==> config.mk <==
export PLATFORM = sky130hd
export DESIGN_NAME = hisp_device_flat
export DESIGN_NICKNAME = d
export VERILOG_FILES = /design/src/pkg/hisp_pkg.sv /design/src/pkg/hisp_bus_if.sv /design/src/hisp_fifo.sv /design/src/hisp_device.sv /design/src/flat_wrapper.sv
export SDC_FILE = /design/constraint.sdc
export NUM_CORES = 1
export LEC_CHECK = 0
export ABC_AREA = 1
export BUFFER_PORTS_ARGS = -buffer_cell sky130_fd_sc_hd__clkbuf_2
export CORE_MARGIN = 5
export CORE_UTILIZATION = 55
export CTS_CLUSTER_SIZE = 8
export DETAILED_ROUTE_END_ITERATION = 7
export GPL_TIMING_DRIVEN = 0
export HOLD_SLACK_MARGIN = 0.12
export MAX_ROUTING_LAYER = met4
export PLACE_DENSITY_LB_ADDON = 0.15
export SETUP_SLACK_MARGIN = 0.1
export SLEW_MARGIN = 15
export SYNTH_ARGS = -nofsm -noshare
export SYNTH_HDL_FRONTEND = slang
export SYNTH_SLANG_ARGS = --single-unit
export TNS_END_PERCENT = 100
==> constraint.sdc <==
create_clock -name clk -period 2.97 [get_ports clk]
set_clock_uncertainty 0.05 [all_clocks]
set_input_delay 0.297 -clock clk [delete_from_list [all_inputs] [get_ports clk]]
set_output_delay 0.297 -clock clk [all_outputs]
set_load 0.02 [all_outputs]
==> src/pkg/hisp_pkg.sv <==
// Shared constants and types for the host interface selection port.
// Assumes both ends run on one 50 MHz clock with active-low async reset.
package hisp_pkg;
    // Interface select pattern {bit0, bit1, bit2}
    localparam logic [2:0] SEL_ENABLE_STROBE = 3'h1;
    localparam logic [2:0] SEL_SEPARATE_STROBE = 3'h3;
    localparam logic [2:0] SEL_SPI4 = 3'h0;
    localparam logic [2:0] SEL_SPI3 = 3'h4;
    localparam logic [2:0] SEL_I2C = 3'h2;
    localparam int DATA_W = 8;
    localparam int FIFO_DEPTH = 16;
    localparam int STROBE_CYCLES = 4;
    localparam logic [7:0] STATUS_RESET = 8'h00;
    localparam logic [7:0] RAM_DATA_RESET = 8'h00;
    localparam int RAM_WORDS = 16;
    typedef enum logic [2:0] {
        MODE_ENABLE_STROBE,
        MODE_SEPARATE_STROBE,
        MODE_SPI4,
        MODE_SPI3,
        MODE_I2C
    } hisp_mode_e;
endpackage : hisp_pkg

==> src/pkg/hisp_bus_if.sv <==
// Pad-level bus between the host end and the device end.
// Assumes the testbench resolves the data pads from both enables.
`timescale 1ns/1ps
interface hisp_bus_if;
    logic [2:0] ifaceSel;
    logic cmdDataSelect;
    logic chipSelectPadN;
    logic readStrobePad;
    logic writeStrobePad;
    logic [7:0] hostDataOut;
    logic [7:0] hostDataOe;
    logic [7:0] devDataOut;
    logic [7:0] devDataOe;
    logic [7:0] padData;
    modport device (
        input ifaceSel, cmdDataSelect, chipSelectPadN, readStrobePad, writeStrobePad, padData,
        output devDataOut, devDataOe
    );
    modport host (
        input padData,
        output ifaceSel, cmdDataSelect, chipSelectPadN, readStrobePad, writeStrobePad,
        output hostDataOut, hostDataOe
    );
endinterface : hisp_bus_if

==> src/hisp_fifo.sv <==
// Parameterised valid/ready FIFO.
// Assumes a single clock domain.
`timescale 1ns/1ps
module hisp_fifo #(
    parameter int WIDTH = 9,
    parameter int DEPTH = 16
) (
    // Clock and reset
    input wire logic clk,
    input wire logic rstn,
    // Fill side
    input wire logic inValid,
    output logic inReady,
    input wire logic [WIDTH-1:0] inData,
    // Drain side
    output logic outValid,
    input wire logic outReady,
    output logic [WIDTH-1:0] outData
);
    localparam int AW = $clog2(DEPTH);
    logic [WIDTH-1:0] mem [DEPTH];
    logic [AW-1:0] wrPtr_ff, nxt_wrPtr, rdPtr_ff, nxt_rdPtr;
    logic [AW:0] count_ff, nxt_count;
    logic doWr, doRd;
    always_comb begin
        doWr = inValid && inReady;
        doRd = outValid && outReady;
        nxt_wrPtr = doWr ? wrPtr_ff + 1'b1 : wrPtr_ff;
        nxt_rdPtr = doRd ? rdPtr_ff + 1'b1 : rdPtr_ff;
        nxt_count = count_ff + (AW+1)'(doWr) - (AW+1)'(doRd);
    end
    always_ff @(posedge clk or negedge rstn) begin
        if (!rstn) begin
            wrPtr_ff <= '0;
            rdPtr_ff <= '0;
            count_ff <= '0;
        end else begin
            wrPtr_ff <= nxt_wrPtr;
            rdPtr_ff <= nxt_rdPtr;
            count_ff <= nxt_count;
        end
    end
    // Storage has no reset so it maps to RAM
    always_ff @(posedge clk) begin
        if (doWr) begin
            mem[wrPtr_ff] <= inData;
        end
    end
    assign inReady = count_ff != (AW+1)'(DEPTH);
    assign outValid = count_ff != '0;
    assign outData = mem[rdPtr_ff];
endmodule : hisp_fifo

==> src/hisp_device.sv <==
// Device end: decodes the interface straps and parallel bus cycles.
// Assumes pads come from outside the clock domain; writes leave via a FIFO.
// Notes on behaviour
// - Three mode pins choose one of five interfaces
// - Serial modes float the upper six data pads
// - Parallel modes: eight data pads, select, strobes
// - Enable-strobe mode: direction high means read
// - Enable-strobe mode: direction low means write
// - Enable strobe acts only with chip select low
// - Enable-strobe RAM reads need one dummy read
// - Separate mode: read strobe low, select low reads
// - Separate mode: write strobe low, select low writes
// - Separate mode RAM reads also one read late
// - Select high is data, low command or status
`timescale 1ns/1ps
module hisp_device #(
    parameter int DEPTH = hisp_pkg::FIFO_DEPTH
) (
    // Clock and reset
    input wire logic clk,
    input wire logic rstn,
    // Pad bus
    hisp_bus_if.device bus,
    // Write stream to the core
    output logic wrValid,
    input wire logic wrReady,
    output logic wrIsData,
    output logic [7:0] wrByte,
    // Core read sources
    input wire logic [7:0] statusByte,
    input wire logic [7:0] ramByte,
    output logic ramReadPulse,
    // Decoded mode and serial pads
    output logic [2:0] activeMode,
    output logic serialClk,
    output logic serialData
);
    logic [2:0] sel1_ff, sel2_ff;
    logic [3:0] ctl1_ff, ctl2_ff, ctlPrev_ff;
    logic [7:0] pad1_ff, pad2_ff;
    logic [7:0] rdLatch_ff, nxt_rdLatch, pipe_ff, nxt_pipe;
    logic [7:0] oe_ff, nxt_oe;
    logic [2:0] mode_ff, nxt_mode;
    logic sck_ff, sdi_ff, rp_ff, nxt_rp;
    logic csN, cd, rs, ws, pRs, pWs, isPar, enStb, actNow, actPrev, rdNow, wrEdge, rdEdge;
    logic fInValid, fInReady, fOutValid;
    logic [8:0] fOutData;
    always_comb begin
        isPar = sel2_ff == hisp_pkg::SEL_ENABLE_STROBE || sel2_ff == hisp_pkg::SEL_SEPARATE_STROBE;
        enStb = sel2_ff == hisp_pkg::SEL_ENABLE_STROBE;
        {csN, cd, rs, ws} = ctl2_ff;
        pRs = ctlPrev_ff[1];
        pWs = ctlPrev_ff[0];
        // Strobe active: E high or RD/WR low, gated by chip select
        actNow = !csN && (enStb ? rs : (!rs || !ws));
        actPrev = !ctlPrev_ff[3] && (enStb ? pRs : (!pRs || !pWs));
        rdNow = enStb ? ws : !rs;
        // Writes latch on the trailing edge of the strobe, when data is settled; reads latch on the leading edge
        wrEdge = isPar && actPrev && !actNow && !(enStb ? pWs : pWs);
        rdEdge = isPar && !actPrev && actNow && rdNow;
        fInValid = wrEdge;
        nxt_rdLatch = rdLatch_ff;
        nxt_pipe = pipe_ff;
        nxt_rp = 1'b0;
        if (rdEdge) begin
            // RAM data lags one read so the first is a dummy
            nxt_rdLatch = cd ? pipe_ff : statusByte;
            if (cd) begin
                nxt_pipe = ramByte;
                nxt_rp = 1'b1;
            end
        end
        nxt_oe = (isPar && actNow && rdNow) ? 8'hFF : 8'h00;
        case (sel2_ff)
            hisp_pkg::SEL_ENABLE_STROBE: nxt_mode = 3'(hisp_pkg::MODE_ENABLE_STROBE);
            hisp_pkg::SEL_SEPARATE_STROBE: nxt_mode = 3'(hisp_pkg::MODE_SEPARATE_STROBE);
            hisp_pkg::SEL_SPI4: nxt_mode = 3'(hisp_pkg::MODE_SPI4);
            hisp_pkg::SEL_SPI3: nxt_mode = 3'(hisp_pkg::MODE_SPI3);
            hisp_pkg::SEL_I2C: nxt_mode = 3'(hisp_pkg::MODE_I2C);
            default: nxt_mode = 3'(hisp_pkg::MODE_SPI4);
        endcase
    end
    always_ff @(posedge clk or negedge rstn) begin
        if (!rstn) begin
            sel1_ff <= hisp_pkg::SEL_SPI4;
            sel2_ff <= hisp_pkg::SEL_SPI4;
            ctl1_ff <= 4'hF;
            ctl2_ff <= 4'hF;
            ctlPrev_ff <= 4'hF;
            pad1_ff <= 8'h00;
            pad2_ff <= 8'h00;
            rdLatch_ff <= hisp_pkg::STATUS_RESET;
            pipe_ff <= hisp_pkg::RAM_DATA_RESET;
            oe_ff <= 8'h00;
            mode_ff <= 3'(hisp_pkg::MODE_SPI4);
            sck_ff <= 1'b0;
            sdi_ff <= 1'b0;
            rp_ff <= 1'b0;
        end else begin
            sel1_ff <= bus.ifaceSel;
            sel2_ff <= sel1_ff;
            ctl1_ff <= {bus.chipSelectPadN, bus.cmdDataSelect, bus.readStrobePad,
                bus.writeStrobePad};
            ctl2_ff <= ctl1_ff;
            ctlPrev_ff <= ctl2_ff;
            pad1_ff <= bus.padData;
            pad2_ff <= pad1_ff;
            rdLatch_ff <= nxt_rdLatch;
            pipe_ff <= nxt_pipe;
            oe_ff <= nxt_oe;
            mode_ff <= nxt_mode;
            // Strobes are ignored in serial modes; only pads 0 and 1 pass
            sck_ff <= isPar ? 1'b0 : pad2_ff[0];
            sdi_ff <= isPar ? 1'b0 : pad2_ff[1];
            rp_ff <= nxt_rp;
        end
    end
    // Write bytes queue here; a full queue drops further strobes
    hisp_fifo #(
        .WIDTH(9),
        .DEPTH(DEPTH)
    ) uFifo (
        .clk(clk),
        .rstn(rstn),
        .inValid(fInValid),
        .inReady(fInReady),
        .inData({cd, pad2_ff}),
        .outValid(fOutValid),
        .outReady(wrReady),
        .outData(fOutData)
    );
    assign wrValid = fOutValid;
    assign wrIsData = fOutData[8];
    assign wrByte = fOutData[7:0];
    assign bus.devDataOut = rdLatch_ff;
    assign bus.devDataOe = oe_ff;
    assign ramReadPulse = rp_ff;
    assign activeMode = mode_ff;
    assign serialClk = sck_ff;
    assign serialData = sdi_ff;
endmodule : hisp_device

==> src/flat_wrapper.sv <==
// flat-port wrapper written by rule: the top's interface ports become plain ports
module hisp_device_flat 
#(
    parameter int DEPTH = hisp_pkg::FIFO_DEPTH
)
  (clk, rstn, wrValid, wrReady, wrIsData, wrByte, statusByte, ramByte, ramReadPulse, activeMode, serialClk, serialData, bus_ifaceSel, bus_cmdDataSelect, bus_chipSelectPadN, bus_readStrobePad, bus_writeStrobePad, bus_padData, bus_devDataOut, bus_devDataOe);
  hisp_bus_if bus_i ();
  input wire logic clk;
  input wire logic rstn;
  output logic wrValid;
  input wire logic wrReady;
  output logic wrIsData;
  output logic [7:0] wrByte;
  input wire logic [7:0] statusByte;
  input wire logic [7:0] ramByte;
  output logic ramReadPulse;
  output logic [2:0] activeMode;
  output logic serialClk;
  output logic serialData;
  input wire logic [$bits(bus_i.ifaceSel)-1:0] bus_ifaceSel;
  input wire logic [$bits(bus_i.cmdDataSelect)-1:0] bus_cmdDataSelect;
  input wire logic [$bits(bus_i.chipSelectPadN)-1:0] bus_chipSelectPadN;
  input wire logic [$bits(bus_i.readStrobePad)-1:0] bus_readStrobePad;
  input wire logic [$bits(bus_i.writeStrobePad)-1:0] bus_writeStrobePad;
  input wire logic [$bits(bus_i.padData)-1:0] bus_padData;
  output wire logic [$bits(bus_i.devDataOut)-1:0] bus_devDataOut;
  output wire logic [$bits(bus_i.devDataOe)-1:0] bus_devDataOe;
  assign bus_i.ifaceSel = bus_ifaceSel;
  assign bus_i.cmdDataSelect = bus_cmdDataSelect;
  assign bus_i.chipSelectPadN = bus_chipSelectPadN;
  assign bus_i.readStrobePad = bus_readStrobePad;
  assign bus_i.writeStrobePad = bus_writeStrobePad;
  assign bus_i.padData = bus_padData;
  assign bus_devDataOut = bus_i.devDataOut;
  assign bus_devDataOe = bus_i.devDataOe;
  hisp_device #(.DEPTH(DEPTH)) u_core (.clk(clk), .rstn(rstn), .bus(bus_i), .wrValid(wrValid), .wrReady(wrReady), .wrIsData(wrIsData), .wrByte(wrByte), .statusByte(statusByte), .ramByte(ramByte), .ramReadPulse(ramReadPulse), .activeMode(activeMode), .serialClk(serialClk), .serialData(serialData));
endmodule
# == Yosys cells after proc, flatten, opt, wreduce, memory -nomap -nowiden ==
# Memory sizes are Yosys's and may differ from the RTL's.
# Index checks and enable logic that the tools add are counted.
# totals
reg_bits,77
latch_bits,0
ram_bits,144
romBits,0
in_bits,34
out_inout_bits,32
elab_cells,64
n_memories,1
# op_classes
add_sub_neg,4
mul,0
div_mod_pow,0
magnitude_cmp,0
n_eq_ne,5
n_shift,0
mux,12
bitwise,0
reduce_logical,25
# memory_table
memory,depth,width,rd,rd_clocked_by_memory_dff,wr,line,source
u_core.uFifo.mem,16,9,1,0,1,hisp_fifo.sv:21,logic [WIDTH-1:0] mem [DEPTH];
# op_table
operator,count
$mux W8,2
$logic_and A1 B1 Y1,12
$pmux W3 S4,1
$mux W1,9
$add A4 B1 Y4 const B,2
$logic_not A1 Y1,8
$eq A3 B2 Y1 const B,2
$add A5 B1 Y5,1
$ne A5 B5 Y1 const B,1
$reduce_bool A5 Y1,1
$sub A5 B1 Y5,1
$eq A3 B1 Y1 const B,1
$eq A3 B3 Y1 const B,1
$logic_or A1 B1 Y1,3
$reduce_and A2 Y1,1

# == Logic depth before layout (Yosys ltp) ==
# logic_depth
depth_word,10
depth_mapped,16
depth_no_buf,15

# == Cells and area by module ==
# From an unflattened synthesis, not the netlist that was laid out.
# hier_totals
hier_cells,829
hier_area_um2,8889.8
# modules_own_cells
module,n_inst,cells_each,area_each_um2,seq_area_each_um2
hisp_fifo,1,666,6875.3,4649.5
hisp_device,1,163,2014.4,1416.4

# == Least setup slack after synthesis ==
# Ideal clock, no wire load.
# synth_timing
path_type,register to register
startpoint,register u_core.sel2_ff[0]
endpoint,register u_core.uFifo.count_ff[4]
setup_ps,79
arrival_ps,2615
required_time_ps,2841
setup_slack_ps,226
stages_incl_launch_ff,16
n_path_buf,1
synth_period_minus_slack_ps,2744
cell_sequence,dfrtp_1 inv_2 nor2_4 inv_2 or2_4 nor2_8 nand3_2 buf_6 ha_1 inv_1 ha_1 fa_1 a21oi_1 nor2_1 nor2_1 xor2_1
# synth_via
elab_chain_cells,9
elab_cells_between_ends,14
cone_classes,add/sub (2); eq/ne (2); mux (2); reduce/logical (8)
# synth_rtl
element,line,source
from (decl),hisp_device.sv:38,"logic [2:0] sel1_ff, sel2_ff;"
from (signal assigned),hisp_device.sv:86,sel2_ff <= hisp_pkg::SEL_SPI4;
from (signal assigned),hisp_device.sv:101,sel2_ff <= sel1_ff;
$eq A3 B1 Y1,"hisp_device.sv:49, hisp_device.sv:50",
$mux W1 (on tied branches),"hisp_device.sv:56, hisp_device.sv:55",
$logic_and A1 B1 Y1 (on tied branches),"hisp_device.sv:56, hisp_device.sv:55",
$logic_and A1 B1 Y1 or $logic_not A1 Y1 (tied branches),hisp_device.sv:59,wrEdge = isPar && actPrev && !actNow && !(enStb ? pWs : pWs);
$logic_and A1 B1 Y1 * (2 in series),hisp_device.sv:59,
$logic_and A1 B1 Y1 *,hisp_fifo.sv:26,doWr = inValid && inReady;
$add A5 B1 Y5 *,hisp_fifo.sv:30,nxt_count = count_ff + (AW+1)'(doWr) - (AW+1)'(doRd);
$sub A5 B1 Y5 *,hisp_fifo.sv:30,
net u_core.uFifo.nxt_count[4],hisp_fifo.sv:23,"logic [AW:0] count_ff, nxt_count;"
to (signal assigned),hisp_fifo.sv:40,count_ff <= nxt_count;
to (decl),hisp_fifo.sv:23,
# Mark *: on every way through the listed nets, which the timed path passes. The rest lies on a longest branch.
# A chain may end at the register's enable or synchronous reset.

# == Worst setup path after layout ==
# layout_timing
startpoint,register u_core.uFifo.rdPtr_ff[3]
endpoint,output wrByte[3]
# layout_via
elab_chain_cells,1
# layout_rtl
element,line,source
from (decl),hisp_fifo.sv:22,"logic [AW-1:0] wrPtr_ff, nxt_wrPtr, rdPtr_ff, nxt_rdPtr;"
from (signal assigned),hisp_fifo.sv:39,rdPtr_ff <= nxt_rdPtr;
$mem_v2 Z16 W9,-,
to (decl),flat_wrapper.sv:13,output logic [7:0] wrByte;
# No other way between the ends.

==> flow_metrics.env <==
export IMPL_fin_crit_ns=2.79
export IMPL_synth_fp_nets=741
export IMPL_gp_congestion=0.894
export IMPL_ys_top_cells_by_count="edfxtp_1, nor2_1, o21ai_0"
export IMPL_ir_drop_mv=0.502
export IMPL_core_area_mm2=0.0152
export IMPL_ys_flop_type="edfxtp_1"
export IMPL_crit_fanout=10
export IMPL_fmax_ghz=0.359
export IMPL_reg2reg_to="u_core.uFifo.count_ff[4]"
export IMPL_cts_clk_slew_worst_paths_ns=0.05
export IMPL_grt_total_usage=0.247
export IMPL_rsz0062_at_grt="yes"
export IMPL_outcome="finished, final reports clean"
export IMPL_end_kind="output port"
export IMPL_num_antenna_cells=0
export IMPL_ant_nets=0
export IMPL_viasPerCell=5.69
export IMPL_totalWireLength_um=21300
export IMPL_die_h_um=135
export IMPL_r2r_start="u_core.sel2_ff[0]"
export IMPL_p_per_area_mw_per_mm2=910
export IMPL_cp_start_kind="flip-flop"
export IMPL_ff_latch_area_mm2=0.00607
export IMPL_r2r_slack_ns=0.19
export IMPL_synth_top_cells_by_area="edfxtp_1, dfrtp_1, nor2_1"
export IMPL_seq_area_frac_synth=0.710
export IMPL_cts_buffer_depth=3
export IMPL_fin_nets=875
export IMPL_num_vias=5915
export IMPL_hold_viol_final=0
export IMPL_grt_first_pass_wirelength_um=33200
export IMPL_ys_ff_latch=213
export IMPL_cts_root_buf="clkbuf_16"
export IMPL_slew_headroom=0.300
export IMPL_n_fill_cell=1052
export IMPL_hpwl_um=13400
export IMPL_synth_area_mm2=0.00855
export IMPL_grt_remaining_overflow=0
export IMPL_synth_warnings=0
export IMPL_antenna_found_initial=0
export IMPL_core_rowCount=45
export IMPL_synth_top_area_share=0.506
export IMPL_ios=66
export IMPL_synth_edf_count=144
export IMPL_clock_sinks=213
export IMPL_setup_viol=0
export IMPL_required_ns=2.62
export IMPL_cts_max_level=1
export IMPL_io_buffers=65
export IMPL_synth_most_common_cell="edfxtp_1"
export IMPL_ff2ff_path_depth=15
export IMPL_hp_class="input pin to async pin"
export IMPL_cp_arrival_ns=2.44
export IMPL_maxCapViolCount=0
export IMPL_drt_initial_drc_count=497
export IMPL_start_util=0.562
export IMPL_die_w_um=135
export IMPL_area_delta_synth_final_pct=21.9
export IMPL_power_w=0.00949
export IMPL_clk_latency_ns=0.54
export IMPL_grt_pass1_vias=6082
export IMPL_period_share=0.939
export IMPL_drive_above_1_share=0.214
export IMPL_synth_cells=695
export IMPL_syn_avg_cell_area_um2=12.3
export IMPL_route_detailed_drc=0
export IMPL_wl_per_cell_um=20.5
export IMPL_cts_tree="built"
export IMPL_first_pass_iters=5
export IMPL_cts_buffers=30
export IMPL_place_area_mm2=0.00914
export IMPL_slew_violations=0
export IMPL_die_area_mm2=0.0181
export IMPL_worst_slew_pin_slew_ns=1.05
export IMPL_ys_async_sr_fraction=0.324
export IMPL_p_leak_nw=4.12
export IMPL_synth_cell_types=31
export IMPL_final_area_mm2=0.0104
export IMPL_grt_max_degree=52
export IMPL_yosys_area_top_type="edfxtp_1"
export IMPL_multi_input_area_mm2=0.00216
export IMPL_path_class="flip-flop to output port"
worst max-delay path by stage:
stage                                         from                  endpoint  slack [ns]
final                     u_core.uFifo.rdPtr_ff[3]                 wrByte[3]        0.18
after global routing             u_core.sel2_ff[0]  u_core.uFifo.count_ff[4]        0.05
after CTS                        u_core.sel2_ff[0]  u_core.uFifo.count_ff[4]        0.11
after detailed placement         u_core.sel2_ff[0]  u_core.uFifo.count_ff[4]       -0.02
after global placement           u_core.sel2_ff[0]  u_core.uFifo.count_ff[4]        0.03
after floorplan                  u_core.sel2_ff[0]  u_core.uFifo.count_ff[4]        0.23
worst max-delay path, cell delays in order, from the launching register on:
cell,delay [ns]
dfrtp_1,0.36
clkbuf_1,0.29
inv_1,0.17
clkbuf_1,0.52
nand3_1,0.27
nand2_1,0.12
clkbuf_2,0.17
what timing repair did:
| item | CTS | global route |
|---|---|---|
| resized for setup | 10 | 33 |
| setup buffers | 1 | 2 |
| endpoints found under the setup margin | 10 | 10 |
| pin swaps | 1 | 3 |
| hold buffers | 33 | 0 |
| hold endpoints to repair | 91 | 0 |
layout make-up:
| class | count | area share |
|---|---|---|
| Multi-Input combinational cell | 402 | 0.207 |
| Timing Repair Buffer | 102 | 0.0679 |
| Buffer | 39 | 0.0226 |
| Clock buffer | 53 | 0.0813 |
| Sequential cell | 213 | 0.582 |
| Tap cell | 188 | 0.0226 |
| Clock inverter | 1 | 0.00156 |
| Inverter | 41 | 0.0148 |
power by group:
group | internal [W] | switching [W] | leakage (nW)
logic | 0.000906 | 0.00199 | 1.61
registers | 0.00337 | 0.000156 | 2.09
clock network | 0.00190 | 0.00117 | 0.410
kinds of logic after synthesis:
logic type | Yosys count | share of synthesized area
and+or+nand+nor | 243 | 0.125
DFF | 213 | 0.710
AOI/OAI and AO/OA | 131 | 0.0872
buffers and inverters | 80 | 0.0407
adders and majority gates | 12 | 0.0184
xor gates and xnor gates | 8 | 0.00820
muxes | 8 | 0.0105
stage by stage:
step | util | hold WS, ns | instances | setup TNS [ns] | setup slack (ns)
after floorplan | - | -0.0486 | 695 | 0 | 0.226
after global placement | 0.599 | 0.282 | 948 | 0 | 0.0266
after detailed placement | 0.601 | 0.175 | 949 | -0.0215 | -0.0215
after CTS | 0.681 | 0.139 | 1037 | 0 | 0.111
after global routing | 0.686 | 0.195 | 1039 | 0 | 0.0524
final | 0.686 | 0.148 | 1039 | 0 | 0.182
state kept, by name, indices dropped and copies added (netlist names):
name,count
u_core.uFifo.count_ff,5
u_core.serialData,1
u_core.uFifo.rdPtr_ff,4
u_core.pad2_ff,8
u_core.ramReadPulse,1
u_core.serialClk,1
u_core.bus.devDataOut,8
u_core.sel1_ff,3
u_core.bus.devDataOe,1
u_core.activeMode,3
u_core.sel2_ff,3
u_core.ctlPrev_ff,3
u_core.pad1_ff,8
u_core.uFifo.wrPtr_ff,4
u_core.pipe_ff,8
u_core.ctl2_ff,4
u_core.ctl1_ff,4
u_core.uFifo.mem,144
per-layer routing:
layer	vias up	track usage	routed length [um]
li1	2701	-	-
met1	2901	0.309	8200
met2	273	0.420	10900
met3	40	0.0451	1790
met4	0	0.0628	411
met5	-	-	0
layout by cell type, fill, tap and decap left out, types with 4 or more instances in the layout:
cell	n
buf_4	11
dfstp_2	12
nand4_1	8
mux2_2	8
o21ai_0	83
o211ai_1	36
nor2_2	8
nand2_1	68
buf_2	4
nor2_1	112
inv_2	4
clkbuf_1	29
inv_1	36
clkbuf_16	30
nand3_1	31
xor2_1	8
nand2_2	4
ha_1	10
dlygate4sd3_1	33
edfxtp_1	144
a21oi_1	12
clkbuf_4	4
clkbuf_2	77
dfrtp_1	55
Power figures use the tool's default switching activity.
